`config.mk`:
```
export PLATFORM = sky130hd
export DESIGN_NAME = bdpc_core
export DESIGN_NICKNAME = d
export VERILOG_FILES = /design/src/core/bdpc_core.v /design/src/core/bdpc_leg.v /design/src/core/bdpc_sync.v
export VERILOG_INCLUDE_DIRS = /design/src /design/src/core
export SDC_FILE = /design/constraint.sdc
export NUM_CORES = 1
export LEC_CHECK = 0
export BUFFER_PORTS_ARGS = -buffer_cell sky130_fd_sc_hd__buf_4
export CAP_MARGIN = 20
export CELL_PAD_IN_SITES_DETAIL_PLACEMENT = 0
export CELL_PAD_IN_SITES_GLOBAL_PLACEMENT = 2
export CORE_ASPECT_RATIO = 1.4
export CORE_UTILIZATION = 39
export CTS_CLUSTER_SIZE = 40
export DETAILED_ROUTE_END_ITERATION = 10
export PLACE_DENSITY = 0.88
export RECOVER_POWER = 50
export SYNTH_ARGS = -nofsm -noshare
export SYNTH_HDL_FRONTEND = slang
export SYNTH_SLANG_ARGS = --single-unit
```
`constraint.sdc`:
```
create_clock -name mclk -period 8.95 [get_ports mclk]
set_input_delay 1.3425 -clock mclk [delete_from_list [all_inputs] [get_ports mclk]]
set_output_delay 1.3425 -clock mclk [all_outputs]
set_load 0.01 [all_outputs]
```
`src/core/bdpc_regs.vh`:
```
// Behaviour
// - mode high selects internal oscillator clock
// - mode low selects external pin clock
// - internal oscillator programmable 100kHz to 1MHz
// - unset rate runs oscillator at 100kHz
// - toggle stage keeps 50% duty while the source clock period is steady
// - external clock divided by two
// - external mode switches on rising edges
// - watchdog disables on 55us stalled clock
// - restart on next external rising edge
// - mode low disables within 55us
// - resume on mode high or clock restart
// - undervoltage holds device disabled
// - over-temperature off above 165C, on below 155C
// - break-before-make on each bridge leg
// - about 20ns dead time between phases; the legs hold both sides off for two mclk cycles (100ns)
`ifndef BDPC_REGS_VH
`define BDPC_REGS_VH

// ****************************************
// clock and timing
// ****************************************
`define BDPC_CLK_HZ 20000000
`define BDPC_CLK_MHZ 20
`define BDPC_WDOG_NS 55000
`define BDPC_WDOG_CYC ((`BDPC_WDOG_NS * `BDPC_CLK_MHZ) / 1000)
`define BDPC_DEAD_NS 20
`define BDPC_DEAD_CYC (((`BDPC_DEAD_NS * `BDPC_CLK_MHZ) + 999) / 1000)
`define BDPC_FSW_MIN_KHZ 100
`define BDPC_FSW_MAX_KHZ 1000
`define BDPC_HALF_MAX (`BDPC_CLK_HZ / (2 * `BDPC_FSW_MIN_KHZ * 1000))
`define BDPC_HALF_MIN (`BDPC_CLK_HZ / (2 * `BDPC_FSW_MAX_KHZ * 1000))

// ****************************************
// register offsets
// ****************************************
`define BDPC_OFS_CTRL 8'h00
`define BDPC_OFS_RATE 8'h04
`define BDPC_OFS_STAT 8'h08
`define BDPC_OFS_TRIPS 8'h0C
`define BDPC_OFS_EXTPER 8'h10

// ****************************************
// fields and reset values
// ****************************************
`define BDPC_CTRL_EN_BIT 0
`define BDPC_CTRL_RST 32'h0000_0001
`define BDPC_RATE_RST 8'h00
`define BDPC_ST_MODE_INT 0
`define BDPC_ST_WDOG 1
`define BDPC_ST_UVLO 2
`define BDPC_ST_OTEMP 3
`define BDPC_ST_RUN 4
`define BDPC_ST_PHASE 5

`endif

```
`src/core/bdpc_core.v`:
```
`include "bdpc_regs.vh"
`timescale 1ns/10ps
`default_nettype none
module bdpc_core #(
    parameter WDOG_CYC = `BDPC_WDOG_CYC,
    parameter DEAD_CYC = `BDPC_DEAD_CYC,
    parameter HALF_MIN = `BDPC_HALF_MIN,
    parameter HALF_MAX = `BDPC_HALF_MAX
) (
    input wire mclk,
    input wire nrst,
    input wire [7:0] paddr,
    input wire psel,
    input wire penable,
    input wire pwrite,
    input wire [31:0] pwdata,
    output reg [31:0] prdata,
    output wire pready,
    output wire pslverr,
    input wire mode_pin,
    input wire clock_or_rate_pin,
    input wire uvlo_active,
    input wire temp_above_hi,
    input wire temp_below_lo,
    output wire drive_out_a,
    output wire drive_out_b,
    output wire a_lo_on,
    output wire b_lo_on,
    output reg drive_active
);
    // ****************************************
    // synchronised pins
    // ****************************************
    wire mode_s;
    wire ck_s;
    wire uvlo_s;
    wire hot_s;
    wire cool_s;

    bdpc_sync u_sync_mode (
        .mclk(mclk),
        .nrst(nrst),
        .async_in(mode_pin),
        .sync_out(mode_s)
    );

    bdpc_sync u_sync_ck (
        .mclk(mclk),
        .nrst(nrst),
        .async_in(clock_or_rate_pin),
        .sync_out(ck_s)
    );

    bdpc_sync u_sync_uvlo (
        .mclk(mclk),
        .nrst(nrst),
        .async_in(uvlo_active),
        .sync_out(uvlo_s)
    );

    bdpc_sync u_sync_hot (
        .mclk(mclk),
        .nrst(nrst),
        .async_in(temp_above_hi),
        .sync_out(hot_s)
    );

    bdpc_sync u_sync_cool (
        .mclk(mclk),
        .nrst(nrst),
        .async_in(temp_below_lo),
        .sync_out(cool_s)
    );

    // ****************************************
    // register state
    // ****************************************
    reg [31:0] ctrl_q;
    reg [7:0] rate_q;
    reg [7:0] trips_q;
    reg [15:0] ext_per_q;
    reg [15:0] per_cnt_q;
    reg ck_prev_q;
    reg mode_prev_q;
    reg wdog_q;
    reg [15:0] wdog_cnt_q;
    reg ot_q;
    reg [7:0] osc_cnt_q;
    reg phase_q;
    reg [7:0] half_d;
    reg run_d;
    reg tick_d;

    wire ext_rise;
    wire ext_edge;
    wire mode_fell;
    wire wr_en;
    wire rd_setup;
    wire addr_ok;
    wire wdog_fire;
    wire osc_wrap;
    wire clr_trips;

    // ****************************************
    // sized constants
    // ****************************************
    // cut once here so every compare keeps its own width
    localparam [15:0] WDOG_LAST = WDOG_CYC[15:0] - 16'h0001;
    localparam [7:0] HALF_LO = HALF_MIN[7:0];
    localparam [7:0] HALF_HI = HALF_MAX[7:0];

    assign ext_rise = ck_s && !ck_prev_q;
    assign ext_edge = ck_s != ck_prev_q;
    assign mode_fell = mode_prev_q && !mode_s;
    assign wr_en = psel && penable && pwrite;
    assign rd_setup = psel && !penable && !pwrite;
    assign addr_ok = (paddr == `BDPC_OFS_CTRL) || (paddr == `BDPC_OFS_RATE) ||
                     (paddr == `BDPC_OFS_STAT) || (paddr == `BDPC_OFS_TRIPS) ||
                     (paddr == `BDPC_OFS_EXTPER);
    assign wdog_fire = !mode_s && !ext_edge && (wdog_cnt_q == WDOG_LAST);
    assign clr_trips = wr_en && (paddr == `BDPC_OFS_TRIPS);

    // ****************************************
    // apb slave
    // ****************************************
    assign pready = 1'b1;
    assign pslverr = psel && penable && !addr_ok;

    always @(posedge mclk or negedge nrst) begin
        if (!nrst) begin
            ctrl_q <= `BDPC_CTRL_RST;
            rate_q <= `BDPC_RATE_RST;
        end else if (wr_en) begin
            if (paddr == `BDPC_OFS_CTRL) begin
                ctrl_q <= {31'h0000_0000, pwdata[`BDPC_CTRL_EN_BIT]};
            end
            if (paddr == `BDPC_OFS_RATE) begin
                rate_q <= pwdata[7:0];
            end
        end
    end

    always @(posedge mclk or negedge nrst) begin
        if (!nrst) begin
            prdata <= 32'h0000_0000;
        end else if (rd_setup) begin
            case (paddr)
                `BDPC_OFS_CTRL: begin
                    prdata <= ctrl_q;
                end
                `BDPC_OFS_RATE: begin
                    prdata <= {24'h00_0000, rate_q};
                end
                `BDPC_OFS_STAT: begin
                    prdata <= {26'h000_0000, phase_q, drive_active, ot_q,
                               uvlo_s, wdog_q, mode_s};
                end
                `BDPC_OFS_TRIPS: begin
                    prdata <= {24'h00_0000, trips_q};
                end
                `BDPC_OFS_EXTPER: begin
                    prdata <= {16'h0000, ext_per_q};
                end
                default: begin
                    prdata <= 32'h0000_0000;
                end
            endcase
        end
    end

    // ****************************************
    // edge history
    // ****************************************
    always @(posedge mclk or negedge nrst) begin
        if (!nrst) begin
            ck_prev_q <= 1'b0;
            mode_prev_q <= 1'b0;
        end else begin
            ck_prev_q <= ck_s;
            mode_prev_q <= mode_s;
        end
    end

    // ****************************************
    // watchdog on stalled external clock
    // ****************************************
    always @(posedge mclk or negedge nrst) begin
        if (!nrst) begin
            wdog_cnt_q <= 16'h0000;
        end else if (mode_s || ext_edge) begin
            wdog_cnt_q <= 16'h0000;
        end else if (wdog_cnt_q != WDOG_LAST) begin
            wdog_cnt_q <= wdog_cnt_q + 16'h0001;
        end
    end

    // tripped from reset so external mode waits for a first rising edge
    always @(posedge mclk or negedge nrst) begin
        if (!nrst) begin
            wdog_q <= 1'b1;
        end else if (mode_s) begin
            wdog_q <= 1'b0;
        end else if (ext_rise) begin
            wdog_q <= 1'b0;
        end else if (mode_fell) begin
            wdog_q <= 1'b1;
        end else if (wdog_fire) begin
            wdog_q <= 1'b1;
        end
    end

    // increment beats a software clear in the same cycle
    always @(posedge mclk or negedge nrst) begin
        if (!nrst) begin
            trips_q <= 8'h00;
        end else if (wdog_fire && !wdog_q) begin
            if (trips_q != 8'hFF) begin
                trips_q <= trips_q + 8'h01;
            end
        end else if (clr_trips) begin
            trips_q <= 8'h00;
        end
    end

    // ****************************************
    // external period measure
    // ****************************************
    always @(posedge mclk or negedge nrst) begin
        if (!nrst) begin
            per_cnt_q <= 16'h0000;
            ext_per_q <= 16'h0000;
        end else if (mode_s) begin
            per_cnt_q <= 16'h0000;
        end else if (ext_rise) begin
            ext_per_q <= per_cnt_q + 16'h0001;
            per_cnt_q <= 16'h0000;
        end else if (per_cnt_q != 16'hFFFF) begin
            per_cnt_q <= per_cnt_q + 16'h0001;
        end
    end

    // ****************************************
    // thermal latch with hysteresis
    // ****************************************
    always @(posedge mclk or negedge nrst) begin
        if (!nrst) begin
            ot_q <= 1'b0;
        end else if (hot_s) begin
            ot_q <= 1'b1;
        end else if (cool_s) begin
            ot_q <= 1'b0;
        end
    end

    // ****************************************
    // internal oscillator
    // ****************************************
    always @* begin
        if (rate_q == 8'h00) begin
            half_d = HALF_HI;
        end else if (rate_q < HALF_LO) begin
            half_d = HALF_LO;
        end else if (rate_q > HALF_HI) begin
            half_d = HALF_HI;
        end else begin
            half_d = rate_q;
        end
    end

    // wrap at half period, shared by counter and toggle
    assign osc_wrap = osc_cnt_q >= half_d - 8'h01;

    always @(posedge mclk or negedge nrst) begin
        if (!nrst) begin
            osc_cnt_q <= 8'h00;
        end else if (!mode_s || osc_wrap) begin
            osc_cnt_q <= 8'h00;
        end else begin
            osc_cnt_q <= osc_cnt_q + 8'h01;
        end
    end

    // ****************************************
    // enable and toggle stage
    // ****************************************
    always @* begin
        run_d = ctrl_q[`BDPC_CTRL_EN_BIT] && !uvlo_s && !ot_q;
        if (!mode_s && wdog_q) begin
            run_d = 1'b0;
        end
        if (mode_s) begin
            tick_d = osc_wrap;
        end else begin
            tick_d = ext_rise;
        end
    end

    always @(posedge mclk or negedge nrst) begin
        if (!nrst) begin
            drive_active <= 1'b0;
        end else begin
            drive_active <= run_d;
        end
    end

    // one toggle per tick halves the source and fixes duty at half
    always @(posedge mclk or negedge nrst) begin
        if (!nrst) begin
            phase_q <= 1'b0;
        end else if (!run_d) begin
            phase_q <= 1'b0;
        end else if (tick_d) begin
            phase_q <= !phase_q;
        end
    end

    // ****************************************
    // bridge legs
    // ****************************************
    bdpc_leg #(
        .DEAD_CYC(DEAD_CYC)
    ) u_leg_a (
        .mclk(mclk),
        .nrst(nrst),
        .enable(drive_active),
        .want_high(phase_q),
        .hi_on(drive_out_a),
        .lo_on(a_lo_on)
    );

    bdpc_leg #(
        .DEAD_CYC(DEAD_CYC)
    ) u_leg_b (
        .mclk(mclk),
        .nrst(nrst),
        .enable(drive_active),
        .want_high(!phase_q),
        .hi_on(drive_out_b),
        .lo_on(b_lo_on)
    );
endmodule // bdpc_core
`default_nettype wire

```
`src/core/bdpc_leg.v`:
```
`timescale 1ns/10ps
`default_nettype none
// ****************************************
// one bridge leg with dead time
// ****************************************
module bdpc_leg #(
    parameter DEAD_CYC = 1
) (
    input wire mclk,
    input wire nrst,
    input wire enable,
    input wire want_high,
    output reg hi_on,
    output reg lo_on
);
    reg [7:0] dead_q;

    always @(posedge mclk or negedge nrst) begin
        if (!nrst) begin
            hi_on <= 1'b0;
            lo_on <= 1'b0;
            dead_q <= DEAD_CYC[7:0];
        end else if (!enable) begin
            hi_on <= 1'b0;
            lo_on <= 1'b0;
            dead_q <= DEAD_CYC[7:0];
        end else if ((want_high && lo_on) || (!want_high && hi_on)) begin
            hi_on <= 1'b0;
            lo_on <= 1'b0;
            dead_q <= DEAD_CYC[7:0];
        end else if (!hi_on && !lo_on) begin
            if (dead_q == 8'h00) begin
                hi_on <= want_high;
                lo_on <= !want_high;
            end else begin
                dead_q <= dead_q - 8'h01;
            end
        end
    end
endmodule // bdpc_leg
`default_nettype wire

```
`src/core/bdpc_sync.v`:
```
`timescale 1ns/10ps
`default_nettype none
// ****************************************
// two-stage synchroniser, one bit
// ****************************************
module bdpc_sync (
    input wire mclk,
    input wire nrst,
    input wire async_in,
    output reg sync_out
);
    reg meta_q;

    always @(posedge mclk or negedge nrst) begin
        if (!nrst) begin
            meta_q <= 1'b0;
            sync_out <= 1'b0;
        end else begin
            meta_q <= async_in;
            sync_out <= meta_q;
        end
    end
endmodule // bdpc_sync
`default_nettype wire
```
==> impl_summary.log, run 1 <==
[metrics] summed instance area of the synthesized netlist: 6240 um^2
[metrics] proportion of power drawn by the clock network: 0.517
[metrics] MaxCap Viol Count: 1
[metrics] nature of the critical path startpoint: flip-flop
[metrics] signed area change from the synthesized netlist to the final layout: 17.6%
[metrics] DIE HEIGHT: 152 um
[metrics] placement row count: 54
[metrics] area of the multi-input gates: 2880 um^2
[metrics] via count of the first global-routing pass: 4759
[metrics] data arrival time of the critical path: 4.52 ns
[metrics] insertion delay to the later sink of the worst-skew pair: 0.43 ns
[metrics] required time worst endpoint: 9.27 ns
[metrics] violated checks: capacitance limit, slew limit
[metrics] slew at the pin with the worst max-slew slack: 2.36 ns
[metrics] proportion of total power due to net switching: 0.238
[metrics] syn avg cell area: 10.0 um^2
[metrics] Hold Buf Count CTS: 0
[metrics] worst flop-to-flop path endpoint: phase_q
[metrics] ratio of cells with drive above 1 in the final layout: 0.154
[metrics] post-CTS setup buffer count: 0
[metrics] Max clock buf depth: 2
[metrics] total DRC errors in the routed layout: 0
[metrics] number of primary I/O pins: 89
[metrics] peak supply drop: 0.114 mV
[metrics] share of the cycle needed by the critical path after routing: 0.469
[metrics] count of final hold-check violations: 0
[metrics] final routed wire length divided by cell count: 15.4 um
[metrics] total global-route track usage: 0.183
[metrics] sum of overflow across all layers after global routing: 0
[metrics] vias after detailed routing: 4652
[metrics] GP Congestion: 0.836
[metrics] final-layout fill cell count: 1485
[metrics] number of diodes: 0
[metrics] xor-xnor portion of the synthesized cell area: 0.0618
[metrics] overall power consumption: 1.37 mW
[metrics] critical path start-end classification: reg -> reg
[metrics] clock tree root buffer cell: sky130_fd_sc_hd__clkbuf_16
[metrics] fraction of the mapped netlist area in compound gates: 0.118
[metrics] Die Span X: 109 um
[metrics] sum of net half-perimeters after detailed placement: 9730 um
[metrics] number of cells on the worst hold path: 0
[metrics] IO buf count: 47
[metrics] startpoint of the lowest-slack hold path: u_sync_hot.meta_q
[metrics] FF+latch count, synth: 125
[metrics] synthesized instance count: 623
[metrics] number of nets still failing antenna checks after routing: 0
[metrics] multiplexer area fraction after synthesis: 0.0383
[metrics] post-layout utilization of the core: 0.470
[metrics] combined flip-flop and latch cell area: 3130 um^2
[metrics] Max Clk Rate: 0.238 GHz
[metrics] clock transition at the registers of the reported paths: 0.06 ns
[metrics] die area: 16500 um^2
[metrics] leakage dissipation: 3.25 nW
[metrics] run status: finished with violations
[metrics] Num Clock Sinks: 125
[metrics] clk_skew: 0.00697 ns
[metrics] drt total wl: 13500 um
[metrics] total iterations of the first detailed-routing run: 6
[metrics] number of nets in the final layout: 739
[metrics] fraction of synthesis flops using an asynchronous set or reset pin: 1.00
[metrics] Resized Gates After CTS: 0
[metrics] Distinct cells, synth: 59
[metrics] Primary FF master, synth: sky130_fd_sc_hd__dfrtp_1
[metrics] drt initial violations: 193
[metrics] worst hold path type: reg -> reg
[metrics] core region area: 15600 um^2
[metrics] maximum level of the CTS H-tree: 4
[metrics] simple logic cell fraction of the synthesized area: 0.198
[metrics] total negative setup slack: 0 ns
[metrics] share of total power in combinational logic: 0.057
[metrics] RSZ-0062 raised after global routing: no
[metrics] number of endpoints failing setup at the final stage: 0
[metrics] Ys Warns: 0
[metrics] wire length of the first global-routing pass: 23100 um
[metrics] kind of capture point of the worst setup path: flip-flop
[metrics] routed vias/inst: 5.29
[metrics] antenna violations before repair: 0
[metrics] part of the total power dissipated in sequential elements: 0.426
[metrics] maximum number of pins on one net before global-route repair: 83
[metrics] reg-to-reg setup timing slack: 4.75 ns
[metrics] number of synthesized flops with an enable pin: 0
[metrics] initial cell density of the core: 0.400
[metrics] clock buffers created by TritonCTS: 17
[metrics] largest family of logic cells by synthesized area: simple AND/OR/NAND/NOR gates
[metrics] total power divided by cell area: 187 nW/um^2
[metrics] worst reg2reg path startpoint: rate_q[5]
[metrics] Worst R2R Path Depth: 14
[metrics] Internal Pwr Total: 1.05 mW
[metrics] sequential element share of the synthesized area: 0.502
[metrics] Psw: 0.326 mW
[metrics] TritonCTS clock tree: built
[metrics] final count of pins violating max slew: 45
[metrics] min cycle time layout: 4.20 ns
[metrics] worst hold endpoint: u_sync_hot.sync_out
[metrics] top fanout value on the critical path: 10
[metrics] max_slew headroom: -0.573
[metrics] Adder-Cell Fraction of Synth Area: 0.0361
[area by class of cell]
type	count	area share
inverters	19	0.00973
well taps	196	0.0334
clock buffers	17	0.0580
clock inverters	15	0.0259
flip-flops and latches	125	0.427
repair buffers	50	0.0524
multi-input cells	458	0.393
[sequential cells by signal (all words and copies together) (netlist names), 8 cells and up]
register        count
ext_per_q          16
osc_cnt_q           8
per_cnt_q          16
prdata             16
rate_q              8
trips_q             8
u_leg_a.dead_q      8
u_leg_b.dead_q      8
wdog_cnt_q         16
[worst max-delay path, stage by stage, from the launching register on]
cell and delay (ns):
sky130_fd_sc_hd__dfrtp_1 0.45, sky130_fd_sc_hd__nor4_1 0.81, sky130_fd_sc_hd__nand2_1 0.25, sky130_fd_sc_hd__nand3_1 0.19, sky130_fd_sc_hd__ha_1 0.19, sky130_fd_sc_hd__nand2_1 0.09
sky130_fd_sc_hd__nor3_1 0.15, sky130_fd_sc_hd__nand3_1 0.09, sky130_fd_sc_hd__a221oi_1 0.29, sky130_fd_sc_hd__ha_1 0.31, sky130_fd_sc_hd__and3_1 0.19, sky130_fd_sc_hd__o21ai_0 0.16
sky130_fd_sc_hd__o2111ai_1 0.41, sky130_fd_sc_hd__and3_1 0.34, sky130_fd_sc_hd__o21a_1 0.16
[cell usage in the layout, fill, tap and decap left out, drive strengths merged, types with 3 or more instances in the layout]
cell	instances
or3	9
a31oi	5
and4	7
dfrtp	121
nor4	5
buf	42
ha	18
conb	18
mux2	15
clkbuf	25
nor2	59
nand2b	5
and3	7
clkinvlp	4
nand3b	3
clkinv	6
nor4b	7
nor3	19
dfstp	4
nand2	56
and2	8
a22o	8
nor2b	3
or4	4
xor2	32
nand4	11
bufinv	3
nand3	24
xnor2	12
inv	21
a22oi	8
a21oi	25
a211oi	4
o21ai	54
mux2i	7
[routing by layer]
metal | wire [um] | up-vias | global-route usage
li1 | - | 2277 | -
met1 | 5640 | 2281 | 0.215
met2 | 7210 | 72 | 0.317
met3 | 384 | 22 | 0.0372
met4 | 303 | 0 | 0.0824
met5 | 0 | - | 0
[power groups by stage]
stage	clock network (mW)	logic (mW)	registers, mW
finish	0.709	0.0780	0.585
CTS	0.728	0.0788	0.585
global placement	0	0.0767	0.595
detailed placement	0	0.0784	0.595
global route	0.749	0.0903	0.586
floorplan	0	0.0517	0.592
[worst max-delay path by stage]
| stage | from | endpoint | slack, ns | depth (start not counted) |
|---|---|---|---|---|
| 6_report | rate_q[5] | phase_q | 4.75 | 14 |
| 5_1_grt | rate_q[5] | phase_q | 4.25 | 14 |
| 4_1_cts | rate_q[5] | phase_q | 4.70 | 14 |
| 3_5_place_dp | rate_q[5] | phase_q | 4.71 | 14 |
| 3_3_place_gp | rate_q[5] | phase_q | 4.83 | 14 |
| 2_1_floorplan | rate_q[5] | phase_q | 5.41 | 14 |
[stage by stage]
step           worst slack [ns]  std cells  area [um^2]  hold slack, ns
2_1_floorplan              5.41        639         6300           0.331
3_3_place_gp               4.83        847         6710           0.337
3_5_place_dp               4.71        847         6710           0.339
4_1_cts                    4.70        879         7320           0.350
5_1_grt                    4.25        880         7330           0.356
6_report                   4.75        880         7330           0.348
[logic make-up after synthesis]
group	count (synthesis)
compound gates	119
xor+xnor	44
fa+ha+maj	18
buf+inv	56
flops	125
mux	22
other cells	2
simple gates	237
[cell usage after synthesis (3+ instances only)]
| master | n | area share |
|---|---|---|
| sky130_fd_sc_hd__and2_1 | 7 | 0.0070 |
| sky130_fd_sc_hd__a22oi_1 | 8 | 0.0096 |
| sky130_fd_sc_hd__a21oi_1 | 24 | 0.019 |
| sky130_fd_sc_hd__nor4b_1 | 7 | 0.0098 |
| sky130_fd_sc_hd__dfrtp_1 | 121 | 0.49 |
| sky130_fd_sc_hd__and4_1 | 7 | 0.0098 |
| sky130_fd_sc_hd__clkbuf_1 | 16 | 0.0096 |
| sky130_fd_sc_hd__and3_1 | 7 | 0.0070 |
| sky130_fd_sc_hd__inv_1 | 19 | 0.011 |
| sky130_fd_sc_hd__a211oi_1 | 3 | 0.0036 |
| sky130_fd_sc_hd__a22o_1 | 8 | 0.011 |
| sky130_fd_sc_hd__buf_4 | 17 | 0.020 |
| sky130_fd_sc_hd__nand2_1 | 55 | 0.033 |
| sky130_fd_sc_hd__mux2i_1 | 7 | 0.011 |
| sky130_fd_sc_hd__a31oi_1 | 5 | 0.0050 |
| sky130_fd_sc_hd__nor4_1 | 4 | 0.0040 |
| sky130_fd_sc_hd__nor3_1 | 19 | 0.015 |
| sky130_fd_sc_hd__nand2b_1 | 5 | 0.0050 |
| sky130_fd_sc_hd__nor2b_1 | 3 | 0.0030 |
| sky130_fd_sc_hd__nand3_1 | 24 | 0.019 |
| sky130_fd_sc_hd__nand4_1 | 11 | 0.011 |
| sky130_fd_sc_hd__or3_1 | 9 | 0.0090 |
| sky130_fd_sc_hd__dfstp_2 | 4 | 0.017 |
| sky130_fd_sc_hd__xor2_1 | 32 | 0.045 |
| sky130_fd_sc_hd__nor2_1 | 59 | 0.036 |
| sky130_fd_sc_hd__nand3b_1 | 3 | 0.0036 |
| sky130_fd_sc_hd__o21ai_0 | 54 | 0.043 |
| sky130_fd_sc_hd__mux2_2 | 15 | 0.027 |
| sky130_fd_sc_hd__xnor2_1 | 12 | 0.017 |
| sky130_fd_sc_hd__ha_1 | 18 | 0.036 |
Power figures use the tool's default switching activity.
==> inputs of run 2 (changes only) <==
- ABC_AREA: not set -> 1
- CORE_UTILIZATION: 39 -> 34
- PLACE_DENSITY: 0.88 -> 0.83
- clock period: 8.95 -> 4.4 ns (I/O delays scaled with it)
==> run 2 against run 1 <==
Net effect: the run still ends with capacitance limit, slew limit left; maximum frequency is 41% higher; global-route usage is 1.4 points lower; cell area is 5.5% higher.
==> impl_summary.log, run 2 <==
[metrics] kind of capture point of the worst setup path: flip-flop (unchanged)
[metrics] largest stage delay on the critical path: 0.42 ns (was 0.81 ns)
[metrics] count of final hold-check violations: 0 (unchanged)
[metrics] GP Congestion: 0.780 (was 0.836)
[metrics] insertion delay to the later sink of the worst-skew pair: 0.42 ns (was 0.43 ns)
[metrics] Num Clock Sinks: 125 (unchanged)
[metrics] total DRC errors in the routed layout: 0 (unchanged)
[metrics] required time worst endpoint: 4.73 ns (was 9.27 ns)
[metrics] worst reg2reg path startpoint: rate_q[4] (was rate_q[5])
[metrics] maximum number of pins on one net before global-route repair: 78 (was 83)
[metrics] dpl cells: 1104 (was 847)
[metrics] routed vias/inst: 4.68 (was 5.29)
[metrics] placement row count: 59 (was 54)
[metrics] start point of the critical path: rate_q[4] (was rate_q[5])
[metrics] data arrival time of the critical path: 3.30 ns (was 4.52 ns)
[metrics] Max clock buf depth: 2 (unchanged)
[metrics] Post-synth top cells: sky130_fd_sc_hd__nand2_1, sky130_fd_sc_hd__dfrtp_1, sky130_fd_sc_hd__inv_1 (was sky130_fd_sc_hd__dfrtp_1, sky130_fd_sc_hd__nor2_1, sky130_fd_sc_hd__nand2_1)
[metrics] number of diodes: 0 (unchanged)
[metrics] MaxCap Viol Count: 1 (unchanged)
[metrics] die area: 19900 um^2 (was 16500 um^2)
[metrics] placed inst area: 7120 um^2 (was 6710 um^2)
[metrics] total iterations of the first detailed-routing run: 4 (was 6)
[metrics] Primary FF master, synth: sky130_fd_sc_hd__dfrtp_1 (unchanged)
[metrics] final setup slack of the worst path: 1.43 ns (was 4.75 ns)
[metrics] RSZ-0062 raised after global routing: no (unchanged)
[metrics] slew at the pin with the worst max-slew slack: 1.58 ns (was 2.36 ns)
[metrics] Hold Buf Count CTS: 0 (unchanged)
[metrics] dominant cells by area after synthesis: sky130_fd_sc_hd__dfrtp_1, sky130_fd_sc_hd__nand2_1, sky130_fd_sc_hd__inv_1 (was sky130_fd_sc_hd__dfrtp_1, sky130_fd_sc_hd__xor2_1, sky130_fd_sc_hd__o21ai_0)
[metrics] clk_skew: 0.00669 ns (was 0.00697 ns)
[metrics] post-CTS setup buffer count: 0 (unchanged)
[metrics] summed instance area of the synthesized netlist: 6580 um^2 (was 6240 um^2)
[metrics] min cycle time layout: 2.97 ns (was 4.20 ns)
[metrics] FF+latch count, synth: 125 (unchanged)
[metrics] clock transition at the registers of the reported paths: 0.06 ns (about the same)
[metrics] number of primary I/O pins: 89 (unchanged)
[metrics] TritonCTS clock tree: built (unchanged)
[metrics] maximum level of the CTS H-tree: 4 (unchanged)
[metrics] vias after detailed routing: 5316 (was 4652)
[metrics] Fin Hold WS: 0.343 ns (was 0.348 ns)
[metrics] number of standard cells in the final layout excluding fillers: 1137 (was 880)
[metrics] top fanout value on the critical path: 10 (unchanged)
[metrics] ratio of cells with drive above 1 in the final layout: 0.131 (was 0.154)
[metrics] Die Span X: 120 um (was 109 um)
[metrics] cell area after layout: 7740 um^2 (was 7330 um^2)
[metrics] final routed wire length divided by cell count: 13.7 um (was 15.4 um)
[metrics] top cell family by delay on the critical path: simple AND/OR/NAND/NOR gates (unchanged)
[metrics] total negative setup slack: 0 ns (unchanged)
[metrics] violated checks: capacitance limit, slew limit (unchanged)
[metrics] commonest non-fill, non-tap cells in the layout: sky130_fd_sc_hd__nand2_1, sky130_fd_sc_hd__dfrtp_1, sky130_fd_sc_hd__inv_1, sky130_fd_sc_hd__o21ai_0, sky130_fd_sc_hd__nor2_1 (was sky130_fd_sc_hd__dfrtp_1, sky130_fd_sc_hd__nor2_1, sky130_fd_sc_hd__nand2_1, sky130_fd_sc_hd__o21ai_0, sky130_fd_sc_hd__buf_4)
[metrics] critical path start-end classification: reg -> reg (unchanged)
[metrics] cell with the most instances after synthesis: sky130_fd_sc_hd__nand2_1 (was sky130_fd_sc_hd__dfrtp_1)
[metrics] Ys Warns: 0 (unchanged)
[metrics] core region area: 18800 um^2 (was 15600 um^2)
[metrics] drt total wl: 15600 um (was 13500 um)
[metrics] total buffers and inverters traversed by the critical path: 1 (was 0)
[metrics] slowest stage cell on the critical path: sky130_fd_sc_hd__dfrtp_1 (was sky130_fd_sc_hd__nor4_1)
[metrics] sum of net half-perimeters after detailed placement: 11800 um (was 9730 um)
[metrics] sequential element share of the synthesized area: 0.476 (was 0.502)
[metrics] IO buf count: 47 (unchanged)
[metrics] leakage dissipation: 3.68 nW (was 3.25 nW)
[metrics] antenna violations before repair: 0 (unchanged)
[metrics] total global-route track usage: 0.169 (was 0.183)
[metrics] startpoint of the lowest-slack hold path: u_sync_cool.meta_q (was u_sync_hot.meta_q)
[metrics] sum of overflow across all layers after global routing: 0 (unchanged)
[metrics] wire length of the first global-routing pass: 26300 um (was 23100 um)
[metrics] cell accounting for the most synthesized area: sky130_fd_sc_hd__dfrtp_1 (unchanged)
[metrics] signed area change from the synthesized netlist to the final layout: 17.7% (was 17.6%)
[metrics] most frequent standard cell in the layout excluding fill and tap cells: sky130_fd_sc_hd__nand2_1 (was sky130_fd_sc_hd__dfrtp_1)
[metrics] post-layout utilization of the core: 0.413 (was 0.470)
[metrics] final count of pins violating max slew: 27 (was 45)
[metrics] nature of the critical path startpoint: flip-flop (unchanged)
[metrics] Resized Gates After CTS: 0 (unchanged)
[metrics] syn avg cell area: 7.99 um^2 (was 10.0 um^2)
[metrics] fraction of synthesis flops using an asynchronous set or reset pin: 1.00 (unchanged)
[metrics] run status: finished with violations (unchanged)
[metrics] number of endpoints failing setup at the final stage: 0 (unchanged)
[metrics] initial cell density of the core: 0.351 (was 0.400)
[metrics] worst hold path type: reg -> reg (unchanged)
[metrics] DIE HEIGHT: 167 um (was 152 um)
[metrics] via count of the first global-routing pass: 5430 (was 4759)
[metrics] post-place setup slack: 1.39 ns (was 4.71 ns)
[metrics] synthesized instance count: 823 (was 623)
[metrics] final-layout fill cell count: 1998 (was 1485)
[metrics] share of the cycle needed by the critical path after routing: 0.676 (was 0.469)
[metrics] peak supply drop: 0.244 mV (was 0.114 mV)
[metrics] max_slew headroom: -0.0556 (was -0.573)
[metrics] total power divided by cell area: 361 nW/um^2 (was 187 nW/um^2)
[metrics] clock tree root buffer cell: sky130_fd_sc_hd__clkbuf_16 (unchanged)
[metrics] series of cell instances along the critical path: nor2_1, nand2_1, nor2_1, nor2_1, nor3_1, inv_1, ha_1, nand2_1, o21ai_1, ha_1, nand2_1, nor2_1, nor3_1, nand4_1, nor3b_1 (was nor4_1, nand2_1, nand3_1, ha_1, nand2_1, nor3_1, nand3_1, a221oi_1, ha_1, and3_1, o21ai_0, o2111ai_1, and3_1, o21a_1)
[metrics] Distinct cells, synth: 39 (was 59)
[metrics] Max Clk Rate: 0.336 GHz (was 0.238 GHz)
[metrics] overall power consumption: 2.80 mW (was 1.37 mW)
[metrics] clock buffers created by TritonCTS: 17 (unchanged)
[metrics] most frequent cell on the critical path: sky130_fd_sc_hd__nor2_1
[metrics] number of nets still failing antenna checks after routing: 0 (unchanged)
[metrics] share of Yosys cell area claimed by the top area cell type: 0.461 (was 0.485)
[metrics] number of synthesized flops with an enable pin: 0 (unchanged)
[metrics] number of nets in the final layout: 948 (was 739)
[metrics] drt initial violations: 276 (was 193)
run 2: cell types whose count changed after synthesis, moves of 15 or more:
cell,delta
sky130_fd_sc_hd__nand2_1,+131
sky130_fd_sc_hd__o21ai_0,+21
sky130_fd_sc_hd__nand3_1,+28
sky130_fd_sc_hd__xor2_1,-18
sky130_fd_sc_hd__inv_1,+89
sky130_fd_sc_hd__mux2_2,-15
run 2: report_power, final:
group / internal, mW / switching (mW)
clock network: 0.908 / 0.536
registers: 1.17 / 0.0158
logic: 0.0520 / 0.110
run 2: logic make-up (layout without fill, tap and decap cells):
group	Yosys count	in the layout	synth area share
buffers and inverters	143	197	0.0953
and+or+nand+nor	389	389	0.267
AOI/OAI and AO/OA	129	129	0.103
DFF	125	125	0.476
adders and majority gates	18	18	0.0343
xor gates and xnor gates	17	17	0.0226
other	2	18	0.00114
run 2: per-layer routing:
metal  vias to the layer above  GRT usage  part of all wire
met2                        79      0.304              0.52
li1                       2754          -                 -
met4                         0     0.0712             0.025
met3                        29     0.0366             0.026
met1                      2454      0.190              0.43
met5                         -          0                 0
run 2: final cells by class:
type	instances	area, um^2	area share
clock buffer	19	443	0.0572
sequential	125	3130	0.405
inverter	116	435	0.0563
multi-input combinational	571	2880	0.372
tap	244	305	0.0395
timing repair buffer	49	382	0.0493
clock inverter	13	165	0.0213
run 2: path summary, 6_finish.rpt:
| path | end | slack (ns) | cells after the start |
|---|---|---|---|
| min in group asynchronous | wdog_cnt_q[9] | 0.63 | 1 |
| worst max-delay path | osc_cnt_q[4] | 1.43 | 15 |
| worst min register to register | u_sync_cool.sync_out | 0.34 | 0 |
| worst max register to register | osc_cnt_q[4] | 1.43 | 15 |
| worst min-delay path | u_sync_cool.sync_out | 0.34 | 0 |
| max in group asynchronous | prdata[10] | 1.57 | 3 |
run 2: worst reg2reg max path, stage by stage, from the launching register on:
cell and delay, ns:
sky130_fd_sc_hd__dfrtp_1 0.42, sky130_fd_sc_hd__nor2_1 0.18, sky130_fd_sc_hd__nand2_1 0.07, sky130_fd_sc_hd__nor2_1 0.10, sky130_fd_sc_hd__nor2_1 0.07, sky130_fd_sc_hd__nor3_1 0.28, sky130_fd_sc_hd__inv_1 0.11, sky130_fd_sc_hd__ha_1 0.25
sky130_fd_sc_hd__nand2_1 0.09, sky130_fd_sc_hd__o21ai_1 0.09, sky130_fd_sc_hd__ha_1 0.28, sky130_fd_sc_hd__nand2_1 0.09, sky130_fd_sc_hd__nor2_1 0.05, sky130_fd_sc_hd__nor3_1 0.13, sky130_fd_sc_hd__nand4_1 0.38, sky130_fd_sc_hd__nor3b_1 0.30
